--- config.mk ---
export PLATFORM = sky130hd
export DESIGN_NAME = uif_flags_top
export DESIGN_NICKNAME = d
export VERILOG_FILES = /design/src/hdl/uif_pkg.sv /design/src/hdl/uif_line_if.sv /design/src/hdl/uif_line_mon.sv /design/src/hdl/uif_flags_top.sv
export VERILOG_INCLUDE_DIRS = /design/src /design/src/hdl
export SDC_FILE = /design/constraint.sdc
export NUM_CORES = 1
export LEC_CHECK = 0
export ABC_AREA = 1
export BUFFER_PORTS_ARGS = -buffer_cell sky130_fd_sc_hd__buf_2
export CAP_MARGIN = 10
export CORE_ASPECT_RATIO = 1.1
export CORE_MARGIN = 5
export CORE_UTILIZATION = 40
export CTS_CLUSTER_SIZE = 14
export DETAILED_ROUTE_END_ITERATION = 7
export PLACE_DENSITY_LB_ADDON = 0.15
export SYNTH_ARGS = -nofsm -noshare
export SYNTH_HDL_FRONTEND = slang
export SYNTH_SLANG_ARGS = --single-unit
export TNS_END_PERCENT = 50
--- constraint.sdc ---
create_clock -name pclk -period 4.3 [get_ports pclk]
set_input_delay 0.86 -clock pclk [delete_from_list [all_inputs] [get_ports pclk]]
set_output_delay 0.86 -clock pclk [all_outputs]
set_load 0.03 [all_outputs]
--- src/hdl/uif_cfg.svh ---
// Register map, field positions, reset values and timing counts
// Assumes a 125 MHz pclk and word-aligned APB byte addresses
`ifndef UIF_CFG_SVH
`define UIF_CFG_SVH

// ==========================================================
// Register byte offsets
`define UIF_OFS_USB_FLAGS 8'h00
`define UIF_OFS_USB_EN 8'h04
`define UIF_OFS_OTG_FLAGS 8'h08
`define UIF_OFS_OTG_EN 8'h0c
`define UIF_OFS_ERR_EN 8'h10
`define UIF_OFS_CTRL 8'h14
`define UIF_OFS_XFER_STAT 8'h18

// ==========================================================
// Field positions
`define UIF_B_STALL 7
`define UIF_B_ATTACH 6
`define UIF_B_RESUME 5
`define UIF_B_IDLE 4
`define UIF_B_TOKEN 3
`define UIF_B_SOF 2
`define UIF_B_ERRSUM 1
`define UIF_B_RST_DET 0
`define UIF_B_ID 7
`define UIF_B_MS 6
`define UIF_B_LSTABLE 5
`define UIF_B_ACTV 4
`define UIF_B_SESVD 3
`define UIF_B_SESEND 2
`define UIF_B_VBUSVD 0
`define UIF_B_HOST 0
`define UIF_B_LOWSPD 1

// ==========================================================
// Implemented bit masks and reset values
`define UIF_OTG_MASK 8'hfd
`define UIF_ERR_MASK 8'hbf
`define UIF_CTRL_MASK 8'h03
`define UIF_RST_BYTE 8'h00

// ==========================================================
// Timing
`define UIF_CLK_MHZ 125
`define UIF_T_LINE_NS 2500
`define UIF_C_LINE ((`UIF_T_LINE_NS * `UIF_CLK_MHZ + 999) / 1000)
`define UIF_T_IDLE_US 3000
`define UIF_C_IDLE (`UIF_T_IDLE_US * `UIF_CLK_MHZ)
`define UIF_T_MS_US 1000
`define UIF_C_MS (`UIF_T_MS_US * `UIF_CLK_MHZ)

`endif

--- src/hdl/uif_pkg.sv ---
// Types shared by the interrupt flag logic
// Assumes uif_cfg.svh supplies the numeric constants
package uif_pkg;
  typedef logic [7:0] uif_byte_t;
  typedef logic [18:0] uif_cnt_t;
  typedef enum logic [1:0] {LINE_SE0, LINE_J, LINE_K, LINE_SE1} uif_line_t;
endpackage

--- src/hdl/uif_line_if.sv ---
// Line event bundle between the line monitor and the flag core
// Assumes both ends run on pclk
`timescale 1ns/1ps
interface uif_line_if;
  logic low_speed;
  logic resume;
  logic se0_long;
  logic idle;
  logic attach;
  logic activity;
  logic lstable;
  logic ms_tick;
  modport mon (input low_speed, output resume, se0_long, idle, attach,
    activity, lstable, ms_tick);
  modport core (output low_speed, input resume, se0_long, idle, attach,
    activity, lstable, ms_tick);
endinterface

--- src/hdl/uif_line_mon.sv ---
// Line monitor: D+/D- synchroniser and persistence detectors
// Assumes dp_i and dm_i are asynchronous pins
`timescale 1ns/1ps
`include "uif_cfg.svh"
module uif_line_mon #(
  parameter int unsigned IDLE_CYC = `UIF_C_IDLE,
  parameter int unsigned MS_CYC = `UIF_C_MS
) (
  input wire logic pclk,
  input wire logic presetn,
  input wire logic dp_i,
  input wire logic dm_i,
  uif_line_if.mon lm
);
  import uif_pkg::*;

  // ==========================================================
  // Synchroniser and line decode
  logic [1:0] dp_s_q;
  logic [1:0] dm_s_q;
  uif_line_t line_now;
  uif_line_t line_q;
  uif_line_t last_q;
  logic changed;
  logic [4:0] cond;
  logic [4:0] hit;
  uif_cnt_t thr [5];
  uif_cnt_t ms_q;

  always_ff @(posedge pclk or negedge presetn) begin
    if (!presetn) begin
      dp_s_q <= 2'h0;
      dm_s_q <= 2'h0;
    end else begin
      dp_s_q <= {dp_s_q[0], dp_i};
      dm_s_q <= {dm_s_q[0], dm_i};
    end
  end

  always_comb begin
    unique case ({dp_s_q[1], dm_s_q[1]})
      2'b00: line_now = LINE_SE0;
      2'b11: line_now = LINE_SE1;
      2'b10: line_now = lm.low_speed ? LINE_K : LINE_J;
      2'b01: line_now = lm.low_speed ? LINE_J : LINE_K;
    endcase
  end

  always_ff @(posedge pclk or negedge presetn) begin
    if (!presetn) line_q <= LINE_SE0;
    else line_q <= line_now;
  end

  assign changed = (line_now != line_q);
  assign cond[0] = (line_now == LINE_K);
  assign cond[1] = (line_now == LINE_SE0);
  assign cond[2] = (line_now == LINE_J);
  assign cond[3] = (line_now != LINE_SE0) && !changed;
  assign cond[4] = !changed;

  always_comb begin
    thr[0] = 19'(`UIF_C_LINE);
    thr[1] = 19'(`UIF_C_LINE);
    thr[2] = 19'(IDLE_CYC);
    thr[3] = 19'(`UIF_C_LINE);
    thr[4] = 19'(MS_CYC);
  end

  // ==========================================================
  // Persistence counters, one shot per run since they saturate
  for (genvar i = 0; i < 5; i++) begin : g_run
    uif_cnt_t cnt_q;
    assign hit[i] = cond[i] && (cnt_q == thr[i] - 19'h1);
    always_ff @(posedge pclk or negedge presetn) begin
      if (!presetn) cnt_q <= 19'h0;
      else if (!cond[i]) cnt_q <= 19'h0;
      else if (cnt_q != thr[i]) cnt_q <= cnt_q + 19'h1;
    end
  end

  always_ff @(posedge pclk or negedge presetn) begin
    if (!presetn) last_q <= LINE_SE0;
    else if (hit[4]) last_q <= line_now;
  end

  always_ff @(posedge pclk or negedge presetn) begin
    if (!presetn) ms_q <= 19'h0;
    else if (ms_q == 19'(MS_CYC) - 19'h1) ms_q <= 19'h0;
    else ms_q <= ms_q + 19'h1;
  end

  assign lm.resume = hit[0];
  assign lm.se0_long = hit[1];
  assign lm.idle = hit[2];
  assign lm.attach = hit[3];
  assign lm.lstable = hit[4] && (line_now != last_q);
  assign lm.activity = changed;
  assign lm.ms_tick = (ms_q == 19'(MS_CYC) - 19'h1);

  // ==========================================================
  // Checks
  // Resume after full K run
  property p_resume_len;
    @(posedge pclk) disable iff (!presetn)
      hit[0] |-> g_run[0].cnt_q == 19'(`UIF_C_LINE) - 19'h1 &&
        $past(cond[0]);
  endproperty
  a_resume_len: assert property (p_resume_len)
    else $error("resume fired without full K run");

  property p_se0_once;
    @(posedge pclk) disable iff (!presetn)
      hit[1] ##1 cond[1] |-> !hit[1];
  endproperty
  a_se0_once: assert property (p_se0_once)
    else $error("reset/detach retriggered inside one SE0");

  // Idle only after the idle count
  property p_idle_len;
    @(posedge pclk) disable iff (!presetn)
      hit[2] |-> g_run[2].cnt_q == 19'(IDLE_CYC) - 19'h1;
  endproperty
  a_idle_len: assert property (p_idle_len)
    else $error("idle fired early");
endmodule

--- src/hdl/uif_flags_top.sv ---
// USB interrupt status, enable and request logic behind an APB slave
// Assumes event inputs are one-cycle pulses on pclk; dp_i/dm_i are pins
//
// Design decisions made here: the address map and the APB slave port.
`timescale 1ns/1ps
`include "uif_cfg.svh"

// Function
// - Dual-role enable holds seven read/write enables, bits 7..2 and 0.
// - Stall flag bit 7 sets when a STALL handshake was sent.
// - Resume flag sets after K-state held 2.5 us, polarity by speed.
// - Idle flag bit 4 sets after idle state held 3 ms.
// - Token flag bit 3 sets on token done; clearing advances status FIFO.
// - Frame flag bit 2: SOF received as device, threshold reached as host.
// - Error summary bit 1 is read-only, set by enabled error flags.
// - Device bus-reset flag sets after 2.5 us reset, once per reset.
// - Host attach flag sets when not SE0 and quiet for 2.5 us.
// - Host detach flag bit 0, once per SE0 run.
// - Attach enable and flag bit 6 read zero in device mode.
// - Flags clear on write one; write zero leaves them.
// - Enable bits gate the same-position flags; bit 0 gates reset/detach.
// - Line-stable flag sets when line stable 1 ms and changed.
// - Error flags are masked by their error-enable bits.
module uif_flags_top #(
  parameter int unsigned IDLE_CYC = `UIF_C_IDLE,
  parameter int unsigned MS_CYC = `UIF_C_MS
) (
  input wire logic pclk,
  input wire logic presetn,
  input wire logic psel,
  input wire logic penable,
  input wire logic pwrite,
  input wire logic [7:0] paddr,
  input wire logic [31:0] pwdata,
  output logic [31:0] prdata,
  output logic pready,
  output logic pslverr,
  input wire logic dp_i,
  input wire logic dm_i,
  input wire logic stall_sent_i,
  input wire logic sof_rx_i,
  input wire logic sof_thresh_i,
  input wire logic token_done_i,
  input wire uif_pkg::uif_byte_t token_stat_i,
  input wire uif_pkg::uif_byte_t err_flags_i,
  input wire logic id_change_i,
  input wire logic sess_valid_chg_i,
  input wire logic b_sess_end_chg_i,
  input wire logic a_vbus_valid_chg_i,
  output logic irq_o
);
  import uif_pkg::*;

  // ==========================================================
  // Declarations
  uif_line_if lm ();
  uif_byte_t usb_flags_q;
  uif_byte_t usb_en_q;
  uif_byte_t otg_flags_q;
  uif_byte_t otg_en_q;
  uif_byte_t err_en_q;
  uif_byte_t ctrl_q;
  uif_byte_t usb_set;
  uif_byte_t otg_set;
  uif_byte_t usb_rd;
  uif_byte_t usb_en_rd;
  uif_byte_t rd_byte;
  uif_byte_t fifo_mem [4];
  logic [2:0] wp_q;
  logic [2:0] rp_q;
  logic [2:0] fifo_cnt;
  logic fifo_full;
  logic fifo_empty;
  logic push;
  logic pop;
  logic host_mode;
  logic err_sum;
  logic setup;
  logic wr_acc;
  logic addr_ok;
  logic wr_usb_flags;
  logic wr_otg_flags;
  logic irq_d;
  logic [31:0] prdata_q;
  logic pready_q;
  logic pslverr_q;
  logic irq_q;

  uif_line_mon #(
    .IDLE_CYC(IDLE_CYC),
    .MS_CYC(MS_CYC)
  ) u_line_mon (
    .pclk(pclk),
    .presetn(presetn),
    .dp_i(dp_i),
    .dm_i(dm_i),
    .lm(lm)
  );

  assign host_mode = ctrl_q[`UIF_B_HOST];
  assign lm.low_speed = ctrl_q[`UIF_B_LOWSPD];

  // ==========================================================
  // APB decode
  // Zero wait state: pready rises in the access phase from a flop
  assign setup = psel && !penable;
  assign wr_acc = psel && penable && pready_q && pwrite;

  always_comb begin
    unique case (paddr)
      `UIF_OFS_USB_FLAGS, `UIF_OFS_USB_EN, `UIF_OFS_OTG_FLAGS,
      `UIF_OFS_OTG_EN, `UIF_OFS_ERR_EN, `UIF_OFS_CTRL,
      `UIF_OFS_XFER_STAT: addr_ok = 1'b1;
      default: addr_ok = 1'b0;
    endcase
  end

  assign wr_usb_flags = wr_acc && (paddr == `UIF_OFS_USB_FLAGS);
  assign wr_otg_flags = wr_acc && (paddr == `UIF_OFS_OTG_FLAGS);

  always_ff @(posedge pclk or negedge presetn) begin
    if (!presetn) begin
      pready_q <= 1'b0;
      pslverr_q <= 1'b0;
    end else begin
      pready_q <= setup;
      pslverr_q <= setup && !addr_ok;
    end
  end

  // ==========================================================
  // Enable and control registers
  // Dual-role enables
  always_ff @(posedge pclk or negedge presetn) begin
    if (!presetn) otg_en_q <= `UIF_RST_BYTE;
    else if (wr_acc && paddr == `UIF_OFS_OTG_EN)
      otg_en_q <= pwdata[7:0] & `UIF_OTG_MASK;
  end

  always_ff @(posedge pclk or negedge presetn) begin
    if (!presetn) usb_en_q <= `UIF_RST_BYTE;
    else if (wr_acc && paddr == `UIF_OFS_USB_EN) usb_en_q <= pwdata[7:0];
  end

  always_ff @(posedge pclk or negedge presetn) begin
    if (!presetn) err_en_q <= `UIF_RST_BYTE;
    else if (wr_acc && paddr == `UIF_OFS_ERR_EN)
      err_en_q <= pwdata[7:0] & `UIF_ERR_MASK;
  end

  always_ff @(posedge pclk or negedge presetn) begin
    if (!presetn) ctrl_q <= `UIF_RST_BYTE;
    else if (wr_acc && paddr == `UIF_OFS_CTRL)
      ctrl_q <= pwdata[7:0] & `UIF_CTRL_MASK;
  end

  // ==========================================================
  // Transfer status FIFO
  // A token that finds the FIFO full is dropped and does not set the flag
  assign fifo_cnt = wp_q - rp_q;
  assign fifo_full = (fifo_cnt == 3'h4);
  assign fifo_empty = (fifo_cnt == 3'h0);
  assign push = token_done_i && !fifo_full;
  assign pop = wr_usb_flags && pwdata[`UIF_B_TOKEN] &&
    usb_flags_q[`UIF_B_TOKEN] && !fifo_empty;

  always_ff @(posedge pclk or negedge presetn) begin
    if (!presetn) begin
      wp_q <= 3'h0;
      rp_q <= 3'h0;
    end else begin
      if (push) wp_q <= wp_q + 3'h1;
      if (pop) rp_q <= rp_q + 3'h1;
    end
  end

  always_ff @(posedge pclk) begin
    if (push) fifo_mem[wp_q[1:0]] <= token_stat_i;
  end

  // ==========================================================
  // USB flags
  // Summary from enabled errors
  assign err_sum = |(err_flags_i & err_en_q);

  always_comb begin
    usb_set = 8'h00;
    usb_set[`UIF_B_STALL] = stall_sent_i;
    usb_set[`UIF_B_ATTACH] = host_mode && lm.attach;
    usb_set[`UIF_B_RESUME] = lm.resume;
    usb_set[`UIF_B_IDLE] = lm.idle;
    usb_set[`UIF_B_TOKEN] = push || (pop && fifo_cnt > 3'h1);
    usb_set[`UIF_B_SOF] = host_mode ? sof_thresh_i : sof_rx_i;
    usb_set[`UIF_B_RST_DET] = lm.se0_long;
  end

  always_ff @(posedge pclk or negedge presetn) begin
    if (!presetn) usb_flags_q <= `UIF_RST_BYTE;
    else if (wr_usb_flags)
      usb_flags_q <= (usb_flags_q & ~pwdata[7:0]) | usb_set;
    else usb_flags_q <= usb_flags_q | usb_set;
  end

  // Bit 6 hidden in device mode
  always_comb begin
    usb_rd = usb_flags_q;
    usb_rd[`UIF_B_ERRSUM] = err_sum;
    usb_rd[`UIF_B_ATTACH] = host_mode && usb_flags_q[`UIF_B_ATTACH];
    usb_en_rd = usb_en_q;
    usb_en_rd[`UIF_B_ATTACH] = host_mode && usb_en_q[`UIF_B_ATTACH];
  end

  // ==========================================================
  // Dual-role flags
  always_comb begin
    otg_set = 8'h00;
    otg_set[`UIF_B_ID] = id_change_i;
    otg_set[`UIF_B_MS] = lm.ms_tick;
    otg_set[`UIF_B_LSTABLE] = lm.lstable;
    otg_set[`UIF_B_ACTV] = lm.activity;
    otg_set[`UIF_B_SESVD] = sess_valid_chg_i;
    otg_set[`UIF_B_SESEND] = b_sess_end_chg_i;
    otg_set[`UIF_B_VBUSVD] = a_vbus_valid_chg_i;
  end

  always_ff @(posedge pclk or negedge presetn) begin
    if (!presetn) otg_flags_q <= `UIF_RST_BYTE;
    else if (wr_otg_flags)
      otg_flags_q <= (otg_flags_q & ~pwdata[7:0]) | otg_set;
    else otg_flags_q <= otg_flags_q | otg_set;
  end

  // ==========================================================
  // Read data, captured in the setup phase
  always_comb begin
    unique case (paddr)
      `UIF_OFS_USB_FLAGS: rd_byte = usb_rd;
      `UIF_OFS_USB_EN: rd_byte = usb_en_rd;
      `UIF_OFS_OTG_FLAGS: rd_byte = otg_flags_q;
      `UIF_OFS_OTG_EN: rd_byte = otg_en_q;
      `UIF_OFS_ERR_EN: rd_byte = err_en_q;
      `UIF_OFS_CTRL: rd_byte = ctrl_q;
      `UIF_OFS_XFER_STAT:
        rd_byte = fifo_empty ? 8'h00 : fifo_mem[rp_q[1:0]];
      default: rd_byte = 8'h00;
    endcase
  end

  always_ff @(posedge pclk or negedge presetn) begin
    if (!presetn) prdata_q <= 32'h0;
    else if (setup && !pwrite) prdata_q <= {24'h0, rd_byte};
  end

  // ==========================================================
  // Interrupt request
  // Same-position gating
  assign irq_d = |(usb_rd & usb_en_rd) || |(otg_flags_q & otg_en_q);

  always_ff @(posedge pclk or negedge presetn) begin
    if (!presetn) irq_q <= 1'b0;
    else irq_q <= irq_d;
  end

  assign prdata = prdata_q;
  assign pready = pready_q;
  assign pslverr = pslverr_q;
  assign irq_o = irq_q;

  // ==========================================================
  // Checks
  property p_w1c;
    @(posedge pclk) disable iff (!presetn)
      wr_usb_flags && pwdata[`UIF_B_IDLE] && !lm.idle
        |=> !usb_flags_q[`UIF_B_IDLE];
  endproperty
  a_w1c: assert property (p_w1c)
    else $error("write one did not clear idle flag");

  property p_w0_keep;
    @(posedge pclk) disable iff (!presetn)
      wr_usb_flags && !pwdata[`UIF_B_STALL] && usb_flags_q[`UIF_B_STALL]
        |=> usb_flags_q[`UIF_B_STALL];
  endproperty
  a_w0_keep: assert property (p_w0_keep)
    else $error("write zero cleared stall flag");

  property p_stall_set;
    @(posedge pclk) disable iff (!presetn)
      stall_sent_i |=> usb_flags_q[`UIF_B_STALL];
  endproperty
  a_stall_set: assert property (p_stall_set)
    else $error("stall event lost");

  property p_sof_role;
    @(posedge pclk) disable iff (!presetn)
      sof_rx_i && !sof_thresh_i && host_mode && !usb_flags_q[`UIF_B_SOF]
        && !$past(sof_thresh_i) |=> !usb_flags_q[`UIF_B_SOF];
  endproperty
  a_sof_role: assert property (p_sof_role)
    else $error("host frame flag set by received token");

  property p_attach_dev;
    @(posedge pclk) disable iff (!presetn)
      !host_mode |-> !usb_rd[`UIF_B_ATTACH] && !usb_en_rd[`UIF_B_ATTACH];
  endproperty
  a_attach_dev: assert property (p_attach_dev)
    else $error("attach bit visible in device mode");

  property p_irq;
    @(posedge pclk) disable iff (!presetn)
      (|(usb_flags_q & usb_en_q & 8'h80)) ##1 usb_flags_q[`UIF_B_STALL]
        && usb_en_q[`UIF_B_STALL] |-> irq_o;
  endproperty
  a_irq: assert property (p_irq)
    else $error("enabled stall flag gave no request");

  property p_fifo_adv;
    @(posedge pclk) disable iff (!presetn)
      pop |=> rp_q == $past(rp_q) + 3'h1;
  endproperty
  a_fifo_adv: assert property (p_fifo_adv)
    else $error("token clear did not advance status FIFO");

  property p_hi_zero;
    @(posedge pclk) disable iff (!presetn)
      psel && penable && !pwrite |-> prdata[31:8] == 24'h0;
  endproperty
  a_hi_zero: assert property (p_hi_zero)
    else $error("upper read bits not zero");

  property p_errsum;
    @(posedge pclk) disable iff (!presetn)
      err_en_q == 8'h00 |-> !usb_rd[`UIF_B_ERRSUM];
  endproperty
  a_errsum: assert property (p_errsum)
    else $error("error summary set with all errors masked");
endmodule

# After elaboration in Yosys (flattened, before gate mapping)
# Memories as Yosys holds them, arrays and structs flattened.
# Index checks and enable logic that the tools add are counted.
# word_totals
reg_bits	179
ram_bits	32
input_bits	71
output_inout_bits	35
mem_count	1
# classes
n_addsub	9
order_cmp	1
eq_ne	29
n_mux	22
bitwise_logic	10
reduce_logical	45
# mem_list
memory	words	width	read_ports	rd_clocked_by_memory_dff	wr	line_no	text
fifo_mem	4	8	1	0	1	uif_flags_top.sv:68	uif_byte_t fifo_mem [4];
# ops
operator	count
19-bit 2-to-1 mux	11
19-bit by 1-bit adder with 19-bit output (second input constant)	6
19-bit by 9-bit equality test with 1-bit output (second input constant)	3
19-bit by 9-bit inequality test with 1-bit output (second input constant)	3
8-bit case mux with 7 select lines	1
8-bit bitwise AND	5
19-bit by 17-bit equality test with 1-bit output (second input constant)	2
8-bit bitwise OR	4
1-bit logical AND	27
8-bit by 5-bit equality test with 1-bit output (second input constant)	3
8-bit 2-to-1 mux	3
8-bit OR reduction	3
19-bit equality test (second input constant)	1
19-bit by 17-bit inequality test with 1-bit output (second input constant)	1
19-bit inequality test (second input constant)	1
8-bit by 4-bit equality test with 1-bit output (second input constant)	2
8-bit by 3-bit equality test with 1-bit output (second input constant)	1
8-bit zero test	1
2-bit inequality test (second input constant)	4
8-bit NOT	1
2-bit case mux with 4 select lines	1
7-bit OR reduction	1
3-bit by 1-bit adder with 3-bit output (second input constant)	2
2-bit equality test (second input constant)	3
12 further kinds	26

# Longest topological paths before layout
# logic_depth
ltp_word	11
ltp_mapped	11
depth_no_buf	11

# Modules after synthesis
# From an unflattened synthesis, not the netlist that was laid out.
# unflattened
cells_unflattened	1574
area_unflattened_um2	11886.4
# by_module_without_submodules
mod	n_inst	cells_each	area_each_um2	seq_area_each_um2
uif_line_mon	1	1041	7245.7	3052.9
uif_flags_top	1	533	4640.7	2362.3

# Least setup slack after synthesis
# No wires, ideal clock.
# synth_timing
path_kind	register to register
start	reg wp_q[0]
end	mem fifo_mem[3][0] (netlist bit) (enable)
t_arrival_ns	1.837
required_time_ns	3.925
path_slack_ns	2.088
stages_incl_launch_ff	9
n_path_buf	0
path_cell_list	dfrtp_1 inv_1 ha_1 fa_1 nand2_1 inv_1 nand2_1 nand2_1 nor2_1
# synth_via
elab_chain_cells	6
# synth_rtl
item	line_no	text
start, declared	uif_flags_top.sv:69	logic [2:0] wp_q;
start signal, assigned	uif_flags_top.sv:172	if (push) wp_q <= wp_q + 3'h1;
3-bit subtractor	uif_flags_top.sv:160	assign fifo_cnt = wp_q - rp_q;
3-bit equality test	uif_flags_top.sv:161	assign fifo_full = (fifo_cnt == 3'h4);
1-bit zero test	uif_flags_top.sv:163	assign push = token_done_i && !fifo_full;
1-bit logical AND	uif_flags_top.sv:163	
1-bit 2-to-1 mux	uif_flags_top.sv:178	if (push) fifo_mem[wp_q[1:0]] <= token_stat_i;
1-bit 2-to-1 mux (implied by the code)	uif_flags_top.sv:178	
end, declared	uif_flags_top.sv:68	
# Parallel ways exist; a longest one is shown, timed or not.

# Worst setup path in the final report
# layout_timing
start	reg rp_q[1]
end	mem fifo_mem[3][5] (netlist bit) (enable)
# layout_via
elab_chain_cells	6
# layout_rtl
item	line_no	text
start, declared	uif_flags_top.sv:70	logic [2:0] rp_q;
start signal, assigned	uif_flags_top.sv:173	if (pop) rp_q <= rp_q + 3'h1;
3-bit subtractor	uif_flags_top.sv:160	
3-bit equality test	uif_flags_top.sv:161	
1-bit zero test	uif_flags_top.sv:163	
1-bit logical AND	uif_flags_top.sv:163	
1-bit 2-to-1 mux	uif_flags_top.sv:178	
1-bit 2-to-1 mux (implied by the code)	uif_flags_top.sv:178	
# No other way between the ends.

==> out/results.tsv <==
metric	value	unit
utilization after layout	0.454	
final routed wirelength across all metal layers	26.2	mm
total instance count after detailed placement	1831	
pre-CTS WS	1540	ps
cell types with the largest area share after synthesis	sky130_fd_sc_hd__dfrtp_1 40%, sky130_fd_sc_hd__nand2_1 11%, sky130_fd_sc_hd__edfxtp_1 8.6%, sky130_fd_sc_hd__nor2_1 6.8%, sky130_fd_sc_hd__inv_1 6.3%	
worst relative slew slack	0.400	
number of buffers inserted during clock tree synthesis	25	
Min Hold Slack	345	ps
total via count in the routed design	9136	
highest ir drop seen on vdd	0.269	mV
area post-placement	11700	um^2
average wire per cell in the routed design	14.0	um
CP Launch Type	flip-flop	
vias in the first global route	8787	
number of pins exceeding their max-slew limit in the final report	0	
clock tree buffer depth	3	
Post-Syn Area per Cell	7.80	um^2
wire length of the first global-routing pass	43.5	mm
Post-synth ARST share	0.848	
reg2reg start	rp_q[1]	
combined area of all synthesized cells	11100	um^2
Tightest Hold Check Type	flip-flop to flip-flop	
number of post-CTS setup repair buffers	0	
setup repair after global routing missed its margin	false	
starting utilization of the core area	0.403	
die area	31300	um^2
largest net degree at the start of global routing	106	
cell accounting for the most synthesized area	sky130_fd_sc_hd__dfrtp_1	
arrival time at the worst endpoint	2860	ps
fraction of post-synthesis cell area in the top cell type by area	0.400	
number of synthesized register bits	210	
fmax	0.366	GHz
Final WS setup	1570	ps
most used cells in the layout excluding fill and tap cells	328 x sky130_fd_sc_hd__nand2_1, 201 x sky130_fd_sc_hd__nor2_1, 188 x sky130_fd_sc_hd__inv_1, 178 x sky130_fd_sc_hd__dfrtp_1, 119 x sky130_fd_sc_hd__nand3_1	
clock-pin slew reported for the worst setup and hold paths after clock tree synthesis	60	ps
clk root buf	sky130_fd_sc_hd__clkbuf_16	
Clock Latency Late Sink	510	ps
Site Rows	64	
Die Span Y	185	um
antenna viol nets, final	0	
Synth Flop Type	sky130_fd_sc_hd__dfrtp_1	
proportion of layout cells with a drive suffix above 1	0.0741	
area used by multi-input combinational logic	4820	um^2
H-tree depth	1	
RD Place Congestion	0.869	
proportion of synthesized chip area in sequential cells	0.486	
total leakage power	5.61	nW
Setup violations, final	0	
top fanout value on the critical path	17	
Nets	1587	
area of the core	27600	um^2
type of the worst setup path	flip-flop to flip-flop	
required time of the critical path	4430	ps
number of max-cap violations	0	
fillcell total	2784	
number of clock sinks	210	
sequential standard cell area	5420	um^2
most frequent standard cell in the layout excluding fill and tap cells	sky130_fd_sc_hd__nand2_1	
Final Critical Period	2730	ps
initial antenna violation count	0	
number of instances in the synthesized netlist	1427	
CTS-repair resized insts	0	
clk_skew	14.0	ps
area added between synthesis and finish	12.5	%
total number of yosys warnings	0	
total track usage	0.167	
global-route congestion overflow total	0	
setup_tns	0	ps
number of buffers inserted by port buffering	56	
boundary pin count	106	
Crit. Startpoint	rp_q[1]	
# hold bufs at CTS	0	
EDFF count, synth	32	
antenna diode instance count	0	
Netlist cell types	39	
drt first pass iters	5	
Chip Width	169	um
Final Hold Vio Count	0	
reg-to-reg slack, setup	1570	ps
Non-Filler Instances	1875	
total power draw	4.58	mW
First DRT Iteration DRCs	533	
via density per instance	4.87	
detailed placer's ending HPWL	19.2	mm
pwr dens	366	nW/um^2
hold_sp	u_line_mon.dm_s_q[0]	
transition time of the tightest slew-check pin	897	ps
final cycle utilization of the critical path	0.635	
detailed-route DRC error count	0	
CTS tree	yes	
post-route cell area	12500	um^2
outcome	finished, final reports clean	
element type at the critical path end	flip-flop	
flip-flops by register name (all words and copies together) (netlist names), 3 cells and up:
signal                  cells
err_en_q                    7
rp_q                        3
u_line_mon.ms_q            19
prdata                      8
usb_flags_q                 7
fifo_mem                   32
otg_en_q                    7
u_line_mon.g_run.cnt_q     95
otg_flags_q                 8
usb_en_q                    8
wp_q                        3
worst max-delay path, cell delays in order, from the launching register on:
cell	delay, ps
sky130_fd_sc_hd__dfrtp_1	720
sky130_fd_sc_hd__fa_1	540
sky130_fd_sc_hd__nand2_1	70
sky130_fd_sc_hd__inv_1	40
sky130_fd_sc_hd__nand2_1	60
sky130_fd_sc_hd__nand2_1	170
sky130_fd_sc_hd__nor2_1	740
metal layers:
metal | wire [um] | global-route usage
met1 | 12300 | 0.226
met2 | 12400 | 0.285
met4 | 605 | 0.0461
met3 | 871 | 0.0205
met5 | 0 | 0
worst paths after layout:
check,endpoint,depth (start not counted)
worst min-delay path,u_line_mon.dm_s_q[1],0
min in group asynchronous,u_line_mon.g_run[3].cnt_q[12],1
worst min register to register,u_line_mon.dm_s_q[1],0
worst max register to register,fifo_mem[3][5],6
max in group asynchronous,prdata[5],2
worst max-delay path,fifo_mem[3][5],6
cell type report:
type                            instances  share of cell area
Sequential cell                       210               0.432
Tap cell                              363              0.0362
Multi-Input combinational cell       1008               0.384
Timing Repair Buffer                   60              0.0265
Clock buffer                           42              0.0607
Clock inverter                          2             0.00300
Inverter                              190              0.0569
Yosys cell counts, drive strengths merged (3+ instances only):
cell type,count
o21ai,93
inv,190
a211oi,3
clkbuf,12
nor4,5
ha,20
or2,4
xnor2,7
a31oi,5
nor3b,7
a21oi,38
nand3,120
buf,30
nor3,70
dfrtp,178
nand2,329
edfxtp,32
xor2,25
nand4,34
nor2,206
nand3b,8
power breakdown:
group          switching, mW  leakage, nW  internal, mW
sequential            0.0342         2.66          2.12
clock                  0.802        0.384          1.25
combinational          0.279         2.56        0.0963
cell families (layout without fill, tap and decap cells):
logic type | Yosys count | after routing | synth area share
AOI/OAI and AO/OA | 145 | 145 | 0.0692
xor gates and xnor gates | 32 | 32 | 0.0258
adders and majority gates | 21 | 21 | 0.0243
buffers and inverters | 232 | 294 | 0.0887
DFF | 210 | 210 | 0.486
muxes | 1 | 1 | 0.000899
other | 1 | 24 | 0.000337
and+or+nand+nor | 785 | 785 | 0.304
No activity file was read; power rests on OpenSTA's default activity.
